**src/cau_pkg.sv**
```systemverilog
// Purpose: constants, operation codes and states of the core ALU and port unit
// Assumes: 8-bit accumulator and B, four 8-bit ports, one clock
// Notes: a port byte index is port number times eight
//
// Notes on behaviour
// - Port-destined read-modify-write ops take the operand from the output latch.
// - Pure port input ops sample the synchronised pin level, not the latch.
// - Carry-to-bit, clear-bit, set-bit rewrite the whole port byte, one bit changed.
// - AND, OR, XOR, jump-set-clear, complement, inc, dec, dec-jump read the latch.
// - Add and add-with-carry set carry on carry out of bit 7.
// - Add overflow is carry out of bit 6 XOR carry out of bit 7.
// - Add auxiliary carry is the carry out of bit 3.
// - Add-with-carry includes the carry flag; plain add ignores it.
// - Subtract-with-borrow takes source and carry from the accumulator.
// - Subtract carry shows a borrow needed into bit 7.
// - Subtract overflow shows a borrow for exactly one of bits 6 and 7.
// - Subtract auxiliary carry shows a borrow needed for bit 3.
// - Multiply: unsigned A times B, low byte to A, high byte to B.
// - Multiply clears carry; overflow set when product exceeds 255.
// - Divide: unsigned A over B, quotient to A, remainder to B.
// - Divide clears carry and overflow; zero divisor sets overflow instead.
// - Decimal adjust adds 0x06 when aux carry set or low nibble above 9.
// - Decimal adjust adds 0x60 when carry was set or low fix applied.
// - Decimal adjust sets carry when the adjusted result exceeds 0x99.
// - Rotate right through carry: bit 0 to carry, old carry to bit 7.
package cau_pkg;
    localparam int CAU_PIN_W = 32;
    localparam logic [7:0] CAU_PORT_RST = 8'hff;
    localparam logic [31:0] CAU_LATCH_RST = {4{CAU_PORT_RST}};
    localparam logic [7:0] CAU_BYTE_RST = 8'h00;
    localparam logic [3:0] CAU_DIV_STEPS = 4'h8;
    localparam logic [3:0] CAU_DIGIT_MAX = 4'h9;
    localparam logic [8:0] CAU_DA_LO = 9'h006;
    localparam logic [8:0] CAU_DA_HI = 9'h060;
    localparam logic [8:0] CAU_BCD_MAX = 9'h099;
    localparam logic [15:0] CAU_BYTE_MAX = 16'h00ff;

    typedef logic [4:0] cau_op_t;
    localparam cau_op_t CAU_ADD_OP = 5'h00;
    localparam cau_op_t CAU_ADD_WITH_CARRY_OP = 5'h01;
    localparam cau_op_t CAU_SUBTRACT_BORROW_OP = 5'h02;
    localparam cau_op_t CAU_MULTIPLY_OP = 5'h03;
    localparam cau_op_t CAU_DIVIDE_OP = 5'h04;
    localparam cau_op_t CAU_DECIMAL_ADJUST_OP = 5'h05;
    localparam cau_op_t CAU_ROTATE_RIGHT_CARRY_OP = 5'h06;
    localparam cau_op_t CAU_LOGICAL_AND_OP = 5'h07;
    localparam cau_op_t CAU_LOGICAL_OR_OP = 5'h08;
    localparam cau_op_t CAU_LOGICAL_XOR_OP = 5'h09;
    localparam cau_op_t CAU_INCREMENT_OP = 5'h0a;
    localparam cau_op_t CAU_DECREMENT_OP = 5'h0b;
    localparam cau_op_t CAU_DECREMENT_JUMP_NONZERO_OP = 5'h0c;
    localparam cau_op_t CAU_JUMP_SET_AND_CLEAR_OP = 5'h0d;
    localparam cau_op_t CAU_COMPLEMENT_OP = 5'h0e;
    localparam cau_op_t CAU_CLEAR_BIT_OP = 5'h0f;
    localparam cau_op_t CAU_SET_BIT_OP = 5'h10;
    localparam cau_op_t CAU_MOVE_CARRY_BIT_OP = 5'h11;
    localparam cau_op_t CAU_READ_PIN_BYTE_OP = 5'h12;
    localparam cau_op_t CAU_READ_PIN_BIT_OP = 5'h13;
    // Moves src_byte into B; without it multiply and divide only ever see B at zero
    localparam cau_op_t CAU_LOAD_B_OP = 5'h14;

    typedef enum logic [1:0] {
        CAU_ST_IDLE = 2'b01,
        CAU_ST_DIV = 2'b10
    } cau_state_t;
endpackage : cau_pkg

```
**src/cau_pin_sync.sv**
```systemverilog
// Purpose: bring the port pins into the core clock domain
// Assumes: pins change asynchronously to sys_clk
// Notes: a bit changes only once the second and third stages agree
`timescale 1ns/1ps
module cau_pin_sync
    import cau_pkg::*;
(
    input wire logic sys_clk,
    input wire logic rst_b,
    input wire logic [CAU_PIN_W-1:0] pin_in,
    output logic [CAU_PIN_W-1:0] pin_q
);
    logic [CAU_PIN_W-1:0] s1_q;
    logic [CAU_PIN_W-1:0] s2_q;
    logic [CAU_PIN_W-1:0] s3_q;
    wire [CAU_PIN_W-1:0] agree = ~(s2_q ^ s3_q);
    wire [CAU_PIN_W-1:0] pin_d = (agree & s2_q) | (~agree & pin_q);

    always_ff @(posedge sys_clk) begin
        if (!rst_b) begin
            s1_q <= CAU_LATCH_RST;
            s2_q <= CAU_LATCH_RST;
            s3_q <= CAU_LATCH_RST;
            pin_q <= CAU_LATCH_RST;
        end else begin
            s1_q <= pin_in;
            s2_q <= s1_q;
            s3_q <= s2_q;
            pin_q <= pin_d;
        end
    end
endmodule : cau_pin_sync

```
**src/cau_divider.sv**
```systemverilog
// Purpose: unsigned 8-bit restoring divider, one quotient bit per cycle
// Assumes: divisor is non-zero; the caller screens out zero
// Notes: done_q pulses on the same edge as the last step
`timescale 1ns/1ps
module cau_divider
    import cau_pkg::*;
(
    input wire logic sys_clk,
    input wire logic rst_b,
    input wire logic start,
    input wire logic [7:0] dividend,
    input wire logic [7:0] divisor,
    output logic done_q,
    output logic [7:0] quot_q,
    output logic [7:0] rem_q
);
    logic [3:0] cnt_q;
    logic [7:0] dvs_q;
    wire [8:0] trial = {rem_q, quot_q[7]};
    wire fits = trial >= {1'b0, dvs_q};
    wire [8:0] diff = trial - {1'b0, dvs_q};
    wire busy = cnt_q != 4'h0;

    always_ff @(posedge sys_clk) begin
        if (!rst_b) begin
            cnt_q <= 4'h0;
            dvs_q <= CAU_BYTE_RST;
            quot_q <= CAU_BYTE_RST;
            rem_q <= CAU_BYTE_RST;
            done_q <= 1'b0;
        end else if (start) begin
            cnt_q <= CAU_DIV_STEPS;
            dvs_q <= divisor;
            quot_q <= dividend;
            rem_q <= CAU_BYTE_RST;
            done_q <= 1'b0;
        end else if (busy) begin
            cnt_q <= cnt_q - 4'h1;
            quot_q <= {quot_q[6:0], fits};
            rem_q <= fits ? diff[7:0] : trial[7:0];
            done_q <= cnt_q == 4'h1;
        end else begin
            done_q <= 1'b0;
        end
    end
endmodule : cau_divider

```
**src/cau_alu_unit.sv**
```systemverilog
// Purpose: accumulator arithmetic, flags and port read-modify-write of the core
// Assumes: one operation offered at a time with op_valid while ready_q is high
// Notes: all ops finish in one cycle except divide by a non-zero divisor, which takes ten
`timescale 1ns/1ps
module cau_alu_unit
    import cau_pkg::*;
(
    input wire logic sys_clk,
    input wire logic rst_b,
    input wire logic op_valid,
    input wire logic [4:0] op_code,
    input wire logic [7:0] src_byte,
    input wire logic dst_port,
    input wire logic [1:0] port_sel,
    input wire logic [2:0] bit_sel,
    input wire logic [CAU_PIN_W-1:0] pin_in,
    output logic [7:0] acc_q,
    output logic [7:0] b_q,
    output logic carry_q,
    output logic aux_carry_flag_q,
    output logic overflow_flag_q,
    output logic [CAU_PIN_W-1:0] port_latch_q,
    output logic jump_q,
    output logic done_q,
    output logic ready_q
);
    // Returns {carry7, overflow, aux_carry, sum}
    function automatic logic [10:0] add_flags(
        input logic [7:0] a,
        input logic [7:0] b,
        input logic ci
    );
        logic [4:0] lo;
        logic [7:0] mid;
        logic [8:0] full;
        lo = {1'b0, a[3:0]} + {1'b0, b[3:0]} + {4'h0, ci};
        mid = {1'b0, a[6:0]} + {1'b0, b[6:0]} + {7'h00, ci};
        full = {1'b0, a} + {1'b0, b} + {8'h00, ci};
        add_flags = {full[8], full[8] ^ mid[7], lo[4], full[7:0]};
    endfunction : add_flags

    // Returns {borrow7, overflow, aux_borrow, difference}
    function automatic logic [10:0] sub_flags(
        input logic [7:0] a,
        input logic [7:0] b,
        input logic bi
    );
        logic [4:0] lo;
        logic [7:0] mid;
        logic [8:0] full;
        lo = {1'b0, a[3:0]} - {1'b0, b[3:0]} - {4'h0, bi};
        mid = {1'b0, a[6:0]} - {1'b0, b[6:0]} - {7'h00, bi};
        full = {1'b0, a} - {1'b0, b} - {8'h00, bi};
        sub_flags = {full[8], full[8] ^ mid[7], lo[4], full[7:0]};
    endfunction : sub_flags

    cau_state_t state_q;
    cau_state_t state_d;
    logic [CAU_PIN_W-1:0] pin_q;
    logic div_done;
    logic [7:0] div_quot;
    logic [7:0] div_rem;

    cau_pin_sync u_pin_sync (
        .sys_clk(sys_clk),
        .rst_b(rst_b),
        .pin_in(pin_in),
        .pin_q(pin_q)
    );

    // Operand selection and decoding
    wire fire = op_valid && ready_q;
    wire [4:0] bit_idx = {port_sel, bit_sel};
    wire [7:0] latch_byte = port_latch_q[{port_sel, 3'h0} +: 8];
    wire [7:0] pin_byte = pin_q[{port_sel, 3'h0} +: 8];
    // Driving pins may sag a high output; the latch holds the intent
    wire [7:0] dst_byte = dst_port ? latch_byte : acc_q;
    wire [7:0] bit_mask = 8'h01 << bit_sel;
    wire dst_bit = dst_byte[bit_sel];
    wire pin_bit = pin_q[bit_idx];
    wire use_cin = op_code == CAU_ADD_WITH_CARRY_OP;
    wire [10:0] add_r = add_flags(acc_q, src_byte, use_cin && carry_q);
    wire [10:0] sub_r = sub_flags(acc_q, src_byte, carry_q);
    wire [15:0] prod = {8'h00, acc_q} * {8'h00, b_q};
    wire div_zero = b_q == CAU_BYTE_RST;
    wire lo_fix = aux_carry_flag_q || (acc_q[3:0] > CAU_DIGIT_MAX);
    wire hi_fix = carry_q || lo_fix;
    wire [8:0] da_lo = {1'b0, acc_q} + (lo_fix ? CAU_DA_LO : 9'h000);
    wire [8:0] da_sum = da_lo + (hi_fix ? CAU_DA_HI : 9'h000);
    wire [7:0] dec_byte = dst_byte - 8'h01;
    wire div_start = fire && (op_code == CAU_DIVIDE_OP) && !div_zero;

    cau_divider u_divider (
        .sys_clk(sys_clk),
        .rst_b(rst_b),
        .start(div_start),
        .dividend(acc_q),
        .divisor(b_q),
        .done_q(div_done),
        .quot_q(div_quot),
        .rem_q(div_rem)
    );

    // Next values for one accepted operation
    logic [7:0] acc_d;
    logic [7:0] b_d;
    logic cy_d;
    logic ac_d;
    logic ov_d;
    logic [7:0] res_byte;
    logic res_valid;
    logic jump_d;

    always_comb begin
        acc_d = acc_q;
        b_d = b_q;
        cy_d = carry_q;
        ac_d = aux_carry_flag_q;
        ov_d = overflow_flag_q;
        res_byte = dst_byte;
        res_valid = 1'b0;
        jump_d = 1'b0;
        case (op_code)
            CAU_ADD_OP, CAU_ADD_WITH_CARRY_OP: begin
                acc_d = add_r[7:0];
                cy_d = add_r[10];
                ov_d = add_r[9];
                ac_d = add_r[8];
            end
            CAU_SUBTRACT_BORROW_OP: begin
                acc_d = sub_r[7:0];
                cy_d = sub_r[10];
                ov_d = sub_r[9];
                ac_d = sub_r[8];
            end
            CAU_MULTIPLY_OP: begin
                acc_d = prod[7:0];
                b_d = prod[15:8];
                cy_d = 1'b0;
                ov_d = prod > CAU_BYTE_MAX;
            end
            CAU_DIVIDE_OP: begin
                // Zero divisor leaves A and B as they were
                cy_d = 1'b0;
                ov_d = div_zero;
            end
            CAU_DECIMAL_ADJUST_OP: begin
                acc_d = da_sum[7:0];
                cy_d = da_sum > CAU_BCD_MAX;
            end
            CAU_ROTATE_RIGHT_CARRY_OP: begin
                acc_d = {carry_q, acc_q[7:1]};
                cy_d = acc_q[0];
            end
            CAU_LOGICAL_AND_OP: begin
                res_byte = dst_byte & src_byte;
                res_valid = 1'b1;
            end
            CAU_LOGICAL_OR_OP: begin
                res_byte = dst_byte | src_byte;
                res_valid = 1'b1;
            end
            CAU_LOGICAL_XOR_OP: begin
                res_byte = dst_byte ^ src_byte;
                res_valid = 1'b1;
            end
            CAU_INCREMENT_OP: begin
                res_byte = dst_byte + 8'h01;
                res_valid = 1'b1;
            end
            CAU_DECREMENT_OP: begin
                res_byte = dec_byte;
                res_valid = 1'b1;
            end
            CAU_DECREMENT_JUMP_NONZERO_OP: begin
                res_byte = dec_byte;
                res_valid = 1'b1;
                jump_d = dec_byte != 8'h00;
            end
            CAU_JUMP_SET_AND_CLEAR_OP: begin
                res_byte = dst_byte & ~bit_mask;
                res_valid = 1'b1;
                jump_d = dst_bit;
            end
            CAU_COMPLEMENT_OP: begin
                res_byte = dst_byte ^ bit_mask;
                res_valid = 1'b1;
            end
            CAU_CLEAR_BIT_OP: begin
                res_byte = dst_byte & ~bit_mask;
                res_valid = 1'b1;
            end
            CAU_SET_BIT_OP: begin
                res_byte = dst_byte | bit_mask;
                res_valid = 1'b1;
            end
            CAU_MOVE_CARRY_BIT_OP: begin
                res_byte = carry_q ? (dst_byte | bit_mask) : (dst_byte & ~bit_mask);
                res_valid = 1'b1;
            end
            CAU_READ_PIN_BYTE_OP: begin
                acc_d = pin_byte;
            end
            CAU_READ_PIN_BIT_OP: begin
                cy_d = pin_bit;
            end
            CAU_LOAD_B_OP: begin
                b_d = src_byte;
            end
            default: begin
                res_valid = 1'b0;
            end
        endcase
        // Byte results land in the latch or the accumulator, never both
        if (res_valid && !dst_port) begin
            acc_d = res_byte;
        end
    end

    wire wr_latch = fire && res_valid && dst_port;

    always_comb begin
        state_d = state_q;
        case (state_q)
            CAU_ST_IDLE: begin
                if (div_start) begin
                    state_d = CAU_ST_DIV;
                end
            end
            CAU_ST_DIV: begin
                if (div_done) begin
                    state_d = CAU_ST_IDLE;
                end
            end
            default: begin
                state_d = CAU_ST_IDLE;
            end
        endcase
    end

    always_ff @(posedge sys_clk) begin
        if (!rst_b) begin
            state_q <= CAU_ST_IDLE;
            ready_q <= 1'b0;
        end else begin
            state_q <= state_d;
            ready_q <= state_d == CAU_ST_IDLE;
        end
    end

    // Flags not written by an operation keep their values
    always_ff @(posedge sys_clk) begin
        if (!rst_b) begin
            acc_q <= CAU_BYTE_RST;
            b_q <= CAU_BYTE_RST;
            carry_q <= 1'b0;
            aux_carry_flag_q <= 1'b0;
            overflow_flag_q <= 1'b0;
        end else if (state_q == CAU_ST_DIV && div_done) begin
            acc_q <= div_quot;
            b_q <= div_rem;
            carry_q <= 1'b0;
            overflow_flag_q <= 1'b0;
        end else if (fire && !div_start) begin
            acc_q <= acc_d;
            b_q <= b_d;
            carry_q <= cy_d;
            aux_carry_flag_q <= ac_d;
            overflow_flag_q <= ov_d;
        end
    end

    always_ff @(posedge sys_clk) begin
        if (!rst_b) begin
            port_latch_q <= CAU_LATCH_RST;
            jump_q <= 1'b0;
            done_q <= 1'b0;
        end else begin
            if (wr_latch) begin
                port_latch_q[{port_sel, 3'h0} +: 8] <= res_byte;
            end
            jump_q <= fire ? jump_d : (jump_q && !(state_q == CAU_ST_DIV));
            done_q <= (fire && !div_start) || (state_q == CAU_ST_DIV && div_done);
        end
    end

    add_carry_a:
    assert property (@(posedge sys_clk) disable iff (!rst_b)
        fire && op_code == CAU_ADD_OP |=> {carry_q, acc_q} == $past({1'b0, acc_q} + {1'b0, src_byte}))
    else $error("add carry or sum wrong");

    add_with_carry_op_sum_a:
    assert property (@(posedge sys_clk) disable iff (!rst_b)
        fire && op_code == CAU_ADD_WITH_CARRY_OP
        |=> acc_q == 8'($past(acc_q) + $past(src_byte) + {7'h00, $past(carry_q)}))
    else $error("add with carry sum wrong");

    add_overflow_a:
    assert property (@(posedge sys_clk) disable iff (!rst_b)
        fire && (op_code == CAU_ADD_OP || op_code == CAU_ADD_WITH_CARRY_OP)
        |=> overflow_flag_q == (($past(acc_q[7]) == $past(src_byte[7])) && (acc_q[7] != $past(acc_q[7]))))
    else $error("add overflow wrong");

    subtract_borrow_op_borrow_a:
    assert property (@(posedge sys_clk) disable iff (!rst_b)
        fire && op_code == CAU_SUBTRACT_BORROW_OP
        |=> carry_q == ($past({1'b0, acc_q}) < $past({1'b0, src_byte}) + {8'h00, $past(carry_q)}))
    else $error("subtract borrow wrong");

    mul_result_a:
    assert property (@(posedge sys_clk) disable iff (!rst_b)
        fire && op_code == CAU_MULTIPLY_OP |=> {b_q, acc_q} == ({8'h00, $past(acc_q)} * {8'h00, $past(b_q)}))
    else $error("multiply product wrong");

    mul_flags_a:
    assert property (@(posedge sys_clk) disable iff (!rst_b)
        fire && op_code == CAU_MULTIPLY_OP |=> !carry_q && (overflow_flag_q == (b_q != 8'h00)))
    else $error("multiply flags wrong");

    div_zero_a:
    assert property (@(posedge sys_clk) disable iff (!rst_b)
        fire && op_code == CAU_DIVIDE_OP && div_zero |=> overflow_flag_q && !carry_q && done_q)
    else $error("divide by zero flags wrong");

    div_result_a:
    assert property (@(posedge sys_clk) disable iff (!rst_b)
        div_start |=> !done_q [*8] ##2 (done_q && acc_q == $past(acc_q, 10) / $past(b_q, 10)
        && b_q == $past(acc_q, 10) % $past(b_q, 10) && !overflow_flag_q))
    else $error("divide result wrong");

    rotate_carry_a:
    assert property (@(posedge sys_clk) disable iff (!rst_b)
        fire && op_code == CAU_ROTATE_RIGHT_CARRY_OP |=> {acc_q, carry_q} == $past({carry_q, acc_q}))
    else $error("rotate through carry wrong");

    port_setbit_a:
    assert property (@(posedge sys_clk) disable iff (!rst_b)
        fire && dst_port && op_code == CAU_SET_BIT_OP
        |=> port_latch_q == ($past(port_latch_q) | (32'h0000_0001 << $past(bit_idx))))
    else $error("port bit set wrong");

    flags_keep_a:
    assert property (@(posedge sys_clk) disable iff (!rst_b)
        fire && op_code == CAU_LOGICAL_XOR_OP |=> $stable(overflow_flag_q) && $stable(aux_carry_flag_q)
        && $stable(carry_q))
    else $error("unnamed flags changed");
endmodule : cau_alu_unit

```
**config.mk**
```make
export PLATFORM = sky130hd
export DESIGN_NAME = cau_alu_unit
export DESIGN_NICKNAME = d
export VERILOG_FILES = /design/src/cau_pkg.sv /design/src/cau_pin_sync.sv /design/src/cau_divider.sv /design/src/cau_alu_unit.sv
export SDC_FILE = /design/constraint.sdc
export NUM_CORES = 1
export LEC_CHECK = 0
export BUFFER_PORTS_ARGS = -buffer_cell sky130_fd_sc_hd__buf_2
export CAP_MARGIN = 40
export CORE_MARGIN = 8
export CORE_UTILIZATION = 45
export DETAILED_ROUTE_END_ITERATION = 10
export HOLD_SLACK_MARGIN = 0.03
export PLACE_DENSITY = 0.64
export SYNTH_ARGS = -nofsm -noshare
export SYNTH_HDL_FRONTEND = slang
export SYNTH_SLANG_ARGS = --single-unit
```
**constraint.sdc**
```tcl
create_clock -name sys_clk -period 6.9 [get_ports sys_clk]
set_input_delay 0 -clock sys_clk [delete_from_list [all_inputs] [get_ports sys_clk]]
set_output_delay 0 -clock sys_clk [all_outputs]
set_load 0.05 [all_outputs]
```
# Word-level counts from Yosys, hierarchy flattened

Cells that the tools add are included.

Word-level logic and storage cells: 165
Input port bits: 54
Register bits: 213

Reduce and logical (&&, ||, !) cells: 41
Shifts and indexed selects: 5
Bitwise operators: 18
Mux-type cells: 31
Add/sub/neg operators: 19
Order comparisons: 6
Eq/ne operators: 24
Multipliers: 1

Operators by type and width:

| kind                                                            | count |
|---|---|
| 2-to-1 mux 8 bit                                                | 10 |
| one-hot mux 8 bit (9 select lines)                              | 1 |
| bitwise AND 32 bit                                              | 2 |
| NOT 32 bit                                                      | 2 |
| variable part select 32 x 6 -> 8 bit                            | 2 |
| one-hot mux 8 bit (6 select lines)                              | 1 |
| equality test 5 x 4 -> 1 bit (second input constant)            | 8 |
| bitwise mux 32 bit                                              | 1 |
| bitwise OR 32 bit                                               | 1 |
| variable shift 8 x 7 -> 32 bit (first input constant)           | 1 |
| variable part select 8 x 7 -> 32 bit                            | 1 |
| bitwise XOR 32 bit                                              | 1 |
| equality test 5 bit (second input constant)                     | 5 |
| equality test 5 x 3 -> 1 bit (second input constant)            | 4 |
| bitwise AND 8 bit                                               | 2 |
| greater-than comparator 16 x 8 -> 1 bit (second input constant) | 1 |
| multiplier 8 x 8 -> 16 bit                                      | 1 |
| bitwise OR 8 bit                                                | 2 |
| one-hot mux 8 bit (2 select lines)                              | 1 |
| nonzero test 8 bit                                              | 2 |
| bitwise XOR 8 bit                                               | 2 |
| OR reduction 2 bit                                              | 6 |
| OR reduction 11 bit                                             | 1 |
| equality test 5 x 2 -> 1 bit (second input constant)            | 2 |
| 55 further kinds                                                | 85 |

# Longest topological paths before layout

Word-level depth: 9
Depth in mapped cells: 19
Mapped depth without buffers: 19

# Cells and area by module

From an unflattened synthesis, not the netlist that was laid out.

Cell total of the unflattened synthesis: 1594
Area total of the unflattened synthesis: 13792.0 um^2

By module, submodules not included:

| module       | cells an instance | instances | area an instance (um^2) |
|---|---|---|---|
| cau_alu_unit | 1064              | 1         | 8456.9 |
| cau_pin_sync | 334               | 1         | 3674.8 |
| cau_divider  | 196               | 1         | 1660.3 |

# Worst setup path after synthesis

Ideal clock, no wire load.

Kind: register to register
From: register acc_q[1]
To: register overflow_flag_q
Path buffers: 1
Library setup time: 0.131 ns
Period minus slack after synthesis: 5.583 ns
Slack: 1.317 ns
Arrival: 5.452 ns
Cell stages (with the launch flop): 18
Cells stage by stage: dfxtp_1 > clkbuf_1 > nand2_1 > fa_1 > fa_1 > inv_1 > fa_1 > inv_1 > fa_1 > inv_1 > ha_1 > or3_1 > or2_1 > o21ai_1 > xnor2_1 > or4_1 > o41ai_1 > a31oi_1

Cells in the longest elaborated chain, start to end: 4
Elaborated cells between the ends (all ways): 13

Ends and longest elaborated chain:

| item                                                               | line                | RTL |
|---|---|---|
| start, declared                                                    | cau_alu_unit.sv:17  | `output logic [7:0] acc_q,` |
| start signal, assigned                                             | cau_alu_unit.sv:260 | `acc_q <= div_quot;` |
| branches (longest 3 deep; another with multiplier 8 x 8 -> 16 bit) | --                  |  |
| one-hot mux 1 bit (4 select lines) *                               | cau_alu_unit.sv:123 | `case (op_code)` |
| end signal, assigned                                               | cau_alu_unit.sv:269 | `overflow_flag_q <= ov_d;` |
| end, declared                                                      | cau_alu_unit.sv:21  | `output logic overflow_flag_q,` |

Mark *: on every way between the ends.
A chain may end at the register's enable or synchronous reset.

# Worst setup path after layout

From: register acc_q[3]
To: register b_q[5]

Cells in the longest elaborated chain, start to end: 4

Ends and longest elaborated chain:

| item                               | line                | RTL |
|---|---|---|
| multiplier 8 x 8 -> 16 bit         | cau_alu_unit.sv:84  | `wire [15:0] prod = {8'h00, acc_q} * {8'h00, b_q};` |
| one-hot mux 8 bit (2 select lines) | cau_alu_unit.sv:123 |  |
| 2-to-1 mux 8 bit                   | cau_alu_unit.sv:264 | `end else if (fire && !div_start) begin` |
| 2-to-1 mux 8 bit                   | cau_alu_unit.sv:259 | `end else if (state_q == CAU_ST_DIV && div_done) begin` |
| end signal, assigned               | cau_alu_unit.sv:261 | `b_q <= div_rem;` |
| end, declared                      | cau_alu_unit.sv:18  | `output logic [7:0] b_q,` |

No other way between the ends. The select of a mux whose other input is x is not followed.

==> results.json <==
{
  "crit_arrival_ns": 6.04,
  "instances_no_fill": 2035,
  "grt_antenna_before_repair": 3,
  "min_delay_path_depth": 3,
  "crit_end_element": "flip-flop",
  "timing.fmax_mhz": 178,
  "setup_violations": 0,
  "post_synthesis_cell_area_um2": 13400,
  "avgRoutedWirePerCell_um": 20.0,
  "internal_power_component_w": 0.00235,
  "clockBufferDepth": 3,
  "ctsHtreeMaxLevel": 1,
  "data_required_time_of_the_worst_path_ns": 7.30,
  "setup_repair_after_global_routing_missed_its_margin": "false",
  "die_width_um": 189,
  "static-leakage-power_nw": 6.31,
  "power_switching_share_pct": 29.9,
  "post-route-drc-count": 0,
  "ff2ff_path_depth": 16,
  "number_of_port_buffers": 107,
  "synth_cell_types": 94,
  "drtIter0Drc": 961,
  "final_ant_viol_nets": 0,
  "leading_cell_types_in_the_layout_fill_and_taps_excluded": "213 x dfxtp_1, 136 x nand2_1, 118 x nor2_1",
  "synth_top_family_by_area": "simple AND/OR/NAND/NOR gates",
  "synthesis.nets": 1707,
  "initial_cell_density_of_the_core_pct": 45.5,
  "overflow": 0,
  "slew_violations": 0,
  "power.share.clock_pct": 38.0,
  "die_h_um": 189,
  "whs_ns": 0.0897,
  "grt_util_all_layers_pct": 22.3,
  "routed_via_density": 5.70,
  "post_synth_inst_count": 1531,
  "post_cts_setup_repair_buffer_count": 0,
  "cts_sinks": 213,
  "layout_commonest_cell": "dfxtp_1",
  "crit_start": "acc_q[3]$_SDFFE_PN0P_",
  "count_of_flip_flops_with_a_built_in_enable_after_synthesis": 0,
  "cts.reportedPaths.clkPinSlew_ns": 0.06,
  "ys_warn_count": 0,
  "skew_ns": 0.0166,
  "ys_dominant_reg_cell": "dfxtp_1",
  "synthToLayoutAreaGrowth_pct": 14.4,
  "totalWireLength_um": 40800,
  "worstSetupPathType": "flip-flop to flip-flop",
  "die_area_um2": 35600,
  "outcome": "finished clean",
  "setup-tns-final_ns": 0,
  "fin_nets": 1802,
  "combinationalPowerShare_pct": 21.8,
  "power-per-cell-area_nw_per_um2": 219,
  "place_congestion": 0.958,
  "r2r_slack_ns": 1.27,
  "drive_gt1_share_pct": 13.2,
  "holdCritPathClass": "input pin to flip-flop",
  "grt_pass1_wl_um": 64300,
  "worst-slew-pin-transition_ns": 0.888,
  "hpwl_um": 30600,
  "critical_path_peak_fanout": 20,
  "synth_async_sr_flop_share_pct": 0,
  "crit_path_start_kind": "flip-flop",
  "design.portCount": 108,
  "ratio_of_final_minimum_period_to_clock_period_pct": 81.6,
  "layout_min_cycle_time_ns": 5.63,
  "p_seq_share_pct": 40.2,
  "hold_viol_final": 0,
  "worst_r2r_endpoint": "b_q[5]$_SDFFE_PN0P_",
  "syn_avg_cell_area_um2": 8.77,
  "post_synth_xor_area_fraction_pct": 3.46,
  "synth_adder_area_share_pct": 13.7,
  "cts-buffers-inserted": 23,
  "grt_max_degree": 96,
  "drv.max_cap_violation_count": 0,
  "total_switching_power_w": 0.00101,
  "fp.coreArea_um2": 29500,
  "synth_mux_area_share_pct": 6.33,
  "ys_seq_elements": 213,
  "yosys.area_share.simple_pct": 21.0,
  "cts_root_buf": "clkbuf_16",
  "first_global_vias": 11600,
  "post_synthesis_compound_gate_area_fraction_pct": 18.3,
  "max-slew-margin-rel_pct": 40.6,
  "dr.pass1.iters": 6,
  "synth_sequential_area_ratio_pct": 31.8,
  "ir_worst_vdd_mv": 0.191,
  "r2r_start": "acc_q[3]$_SDFFE_PN0P_",
  "vias": 11600,
  "worstSkewPairLatency_ns": 0.52,
  "row_cnt": 63,
  "crit_path_end": "b_q[5]$_SDFFE_PN0P_",
  "tritoncts_clock_tree": "done",
  "placedCellCount": 1955
}
[kinds of logic after synthesis]
kind of cell	after synthesis
compound gates	363
simple gates	544
xor+xnor	53
fa+ha+maj	122
buf+inv	187
flops	213
mux	49
[power by group through the flow]
stage,Sequential (W),Clock [W],Combinational [W]
after detailed placement,0.00138,0,0.000711
after global routing,0.00136,0.00135,0.000817
final,0.00135,0.00128,0.000732
after floorplan,0.00138,0,0.000532
after global placement,0.00138,0,0.000700
after CTS,0.00135,0.00130,0.000729
[Yosys cell counts, types with 24 or more instances]
cell      instances  area [um2]
dfxtp_1         213        4260
nand2_1         136         510
nor2_1          118         443
nand2b_1        113         707
inv_1            99         372
a21oi_1          89         445
ha_1             80        1000
o21ai_0          79         395
clkbuf_1         69         259
and2_1           49         307
fa_1             42         841
xnor2_1          39         342
o211ai_1         33         248
mux4_2           25         563
nor2b_1          24         150
nor3_1           24         120
[repair_timing]
item	in CTS	in global routing
gates resized for setup	0	0
hold buffers	36	0
hold endpoints to repair	37	0
endpoints found under the setup margin	0	0
[layout make-up]
cell class | instances | area, um2
well taps | 390 | 488
fillers | 2767 | 14100
diodes | 3 | 7.51
clock inverters | 9 | 134
inverters | 103 | 387
flip-flops and latches | 213 | 4260
multi-input cells | 1131 | 8430
clock buffers | 32 | 649
repair buffers | 154 | 998
[worst min-delay path by stage]
stage	slack [ns]	endpoint	from
floorplan	0.10	u_pin_sync.s1_q[0]$_SDFF_PN1_	pin_in[0]
global placement	0.18	u_pin_sync.s1_q[6]$_SDFF_PN1_	pin_in[6]
detailed placement	0.18	u_pin_sync.s1_q[24]$_SDFF_PN1_	pin_in[24]
CTS	0.06	b_q[6]$_SDFFE_PN0P_	src_byte[6]
global route	0.09	b_q[6]$_SDFFE_PN0P_	src_byte[6]
finish	0.09	b_q[6]$_SDFFE_PN0P_	src_byte[6]
[through the flow]
stage	utilization [%]	worst slack, ns	power [W]	instance area [um2]
floorplan	-	1.32	0.00191	13400
global placement	48.1	1.42	0.00208	14200
detailed placement	48.2	1.27	0.00209	14200
CTS	52.1	1.28	0.00338	15300
global route	52.1	0.935	0.00353	15400
finish	52.1	1.27	0.00336	15400
[critical path: stages (launching register included)]
cell and delay [ns]:
dfxtp_1 0.81, inv_1 0.19, nor2_1 0.19, fa_1 0.48, fa_1 0.52, fa_1 0.54, inv_1 0.05, fa_1 0.53
inv_1 0.04, ha_1 0.23, or3_1 0.41, o2111a_1 0.25, a2111oi_0 0.52, xnor2_1 0.17, a22o_1 0.21, a222oi_1 0.30
nor2b_1 0.08
[routing by layer]
layer / share of wire (%) / GRT usage [%] / wire length (um)
met5: 0 / 0 / 0
met4: 3.1 / 7.70 / 1280
met3: 7.3 / 4.51 / 2970
met2: 48 / 37.9 / 19400
met1: 42 / 27.8 / 17100
Note: power is estimated with default switching activity, not from simulation.
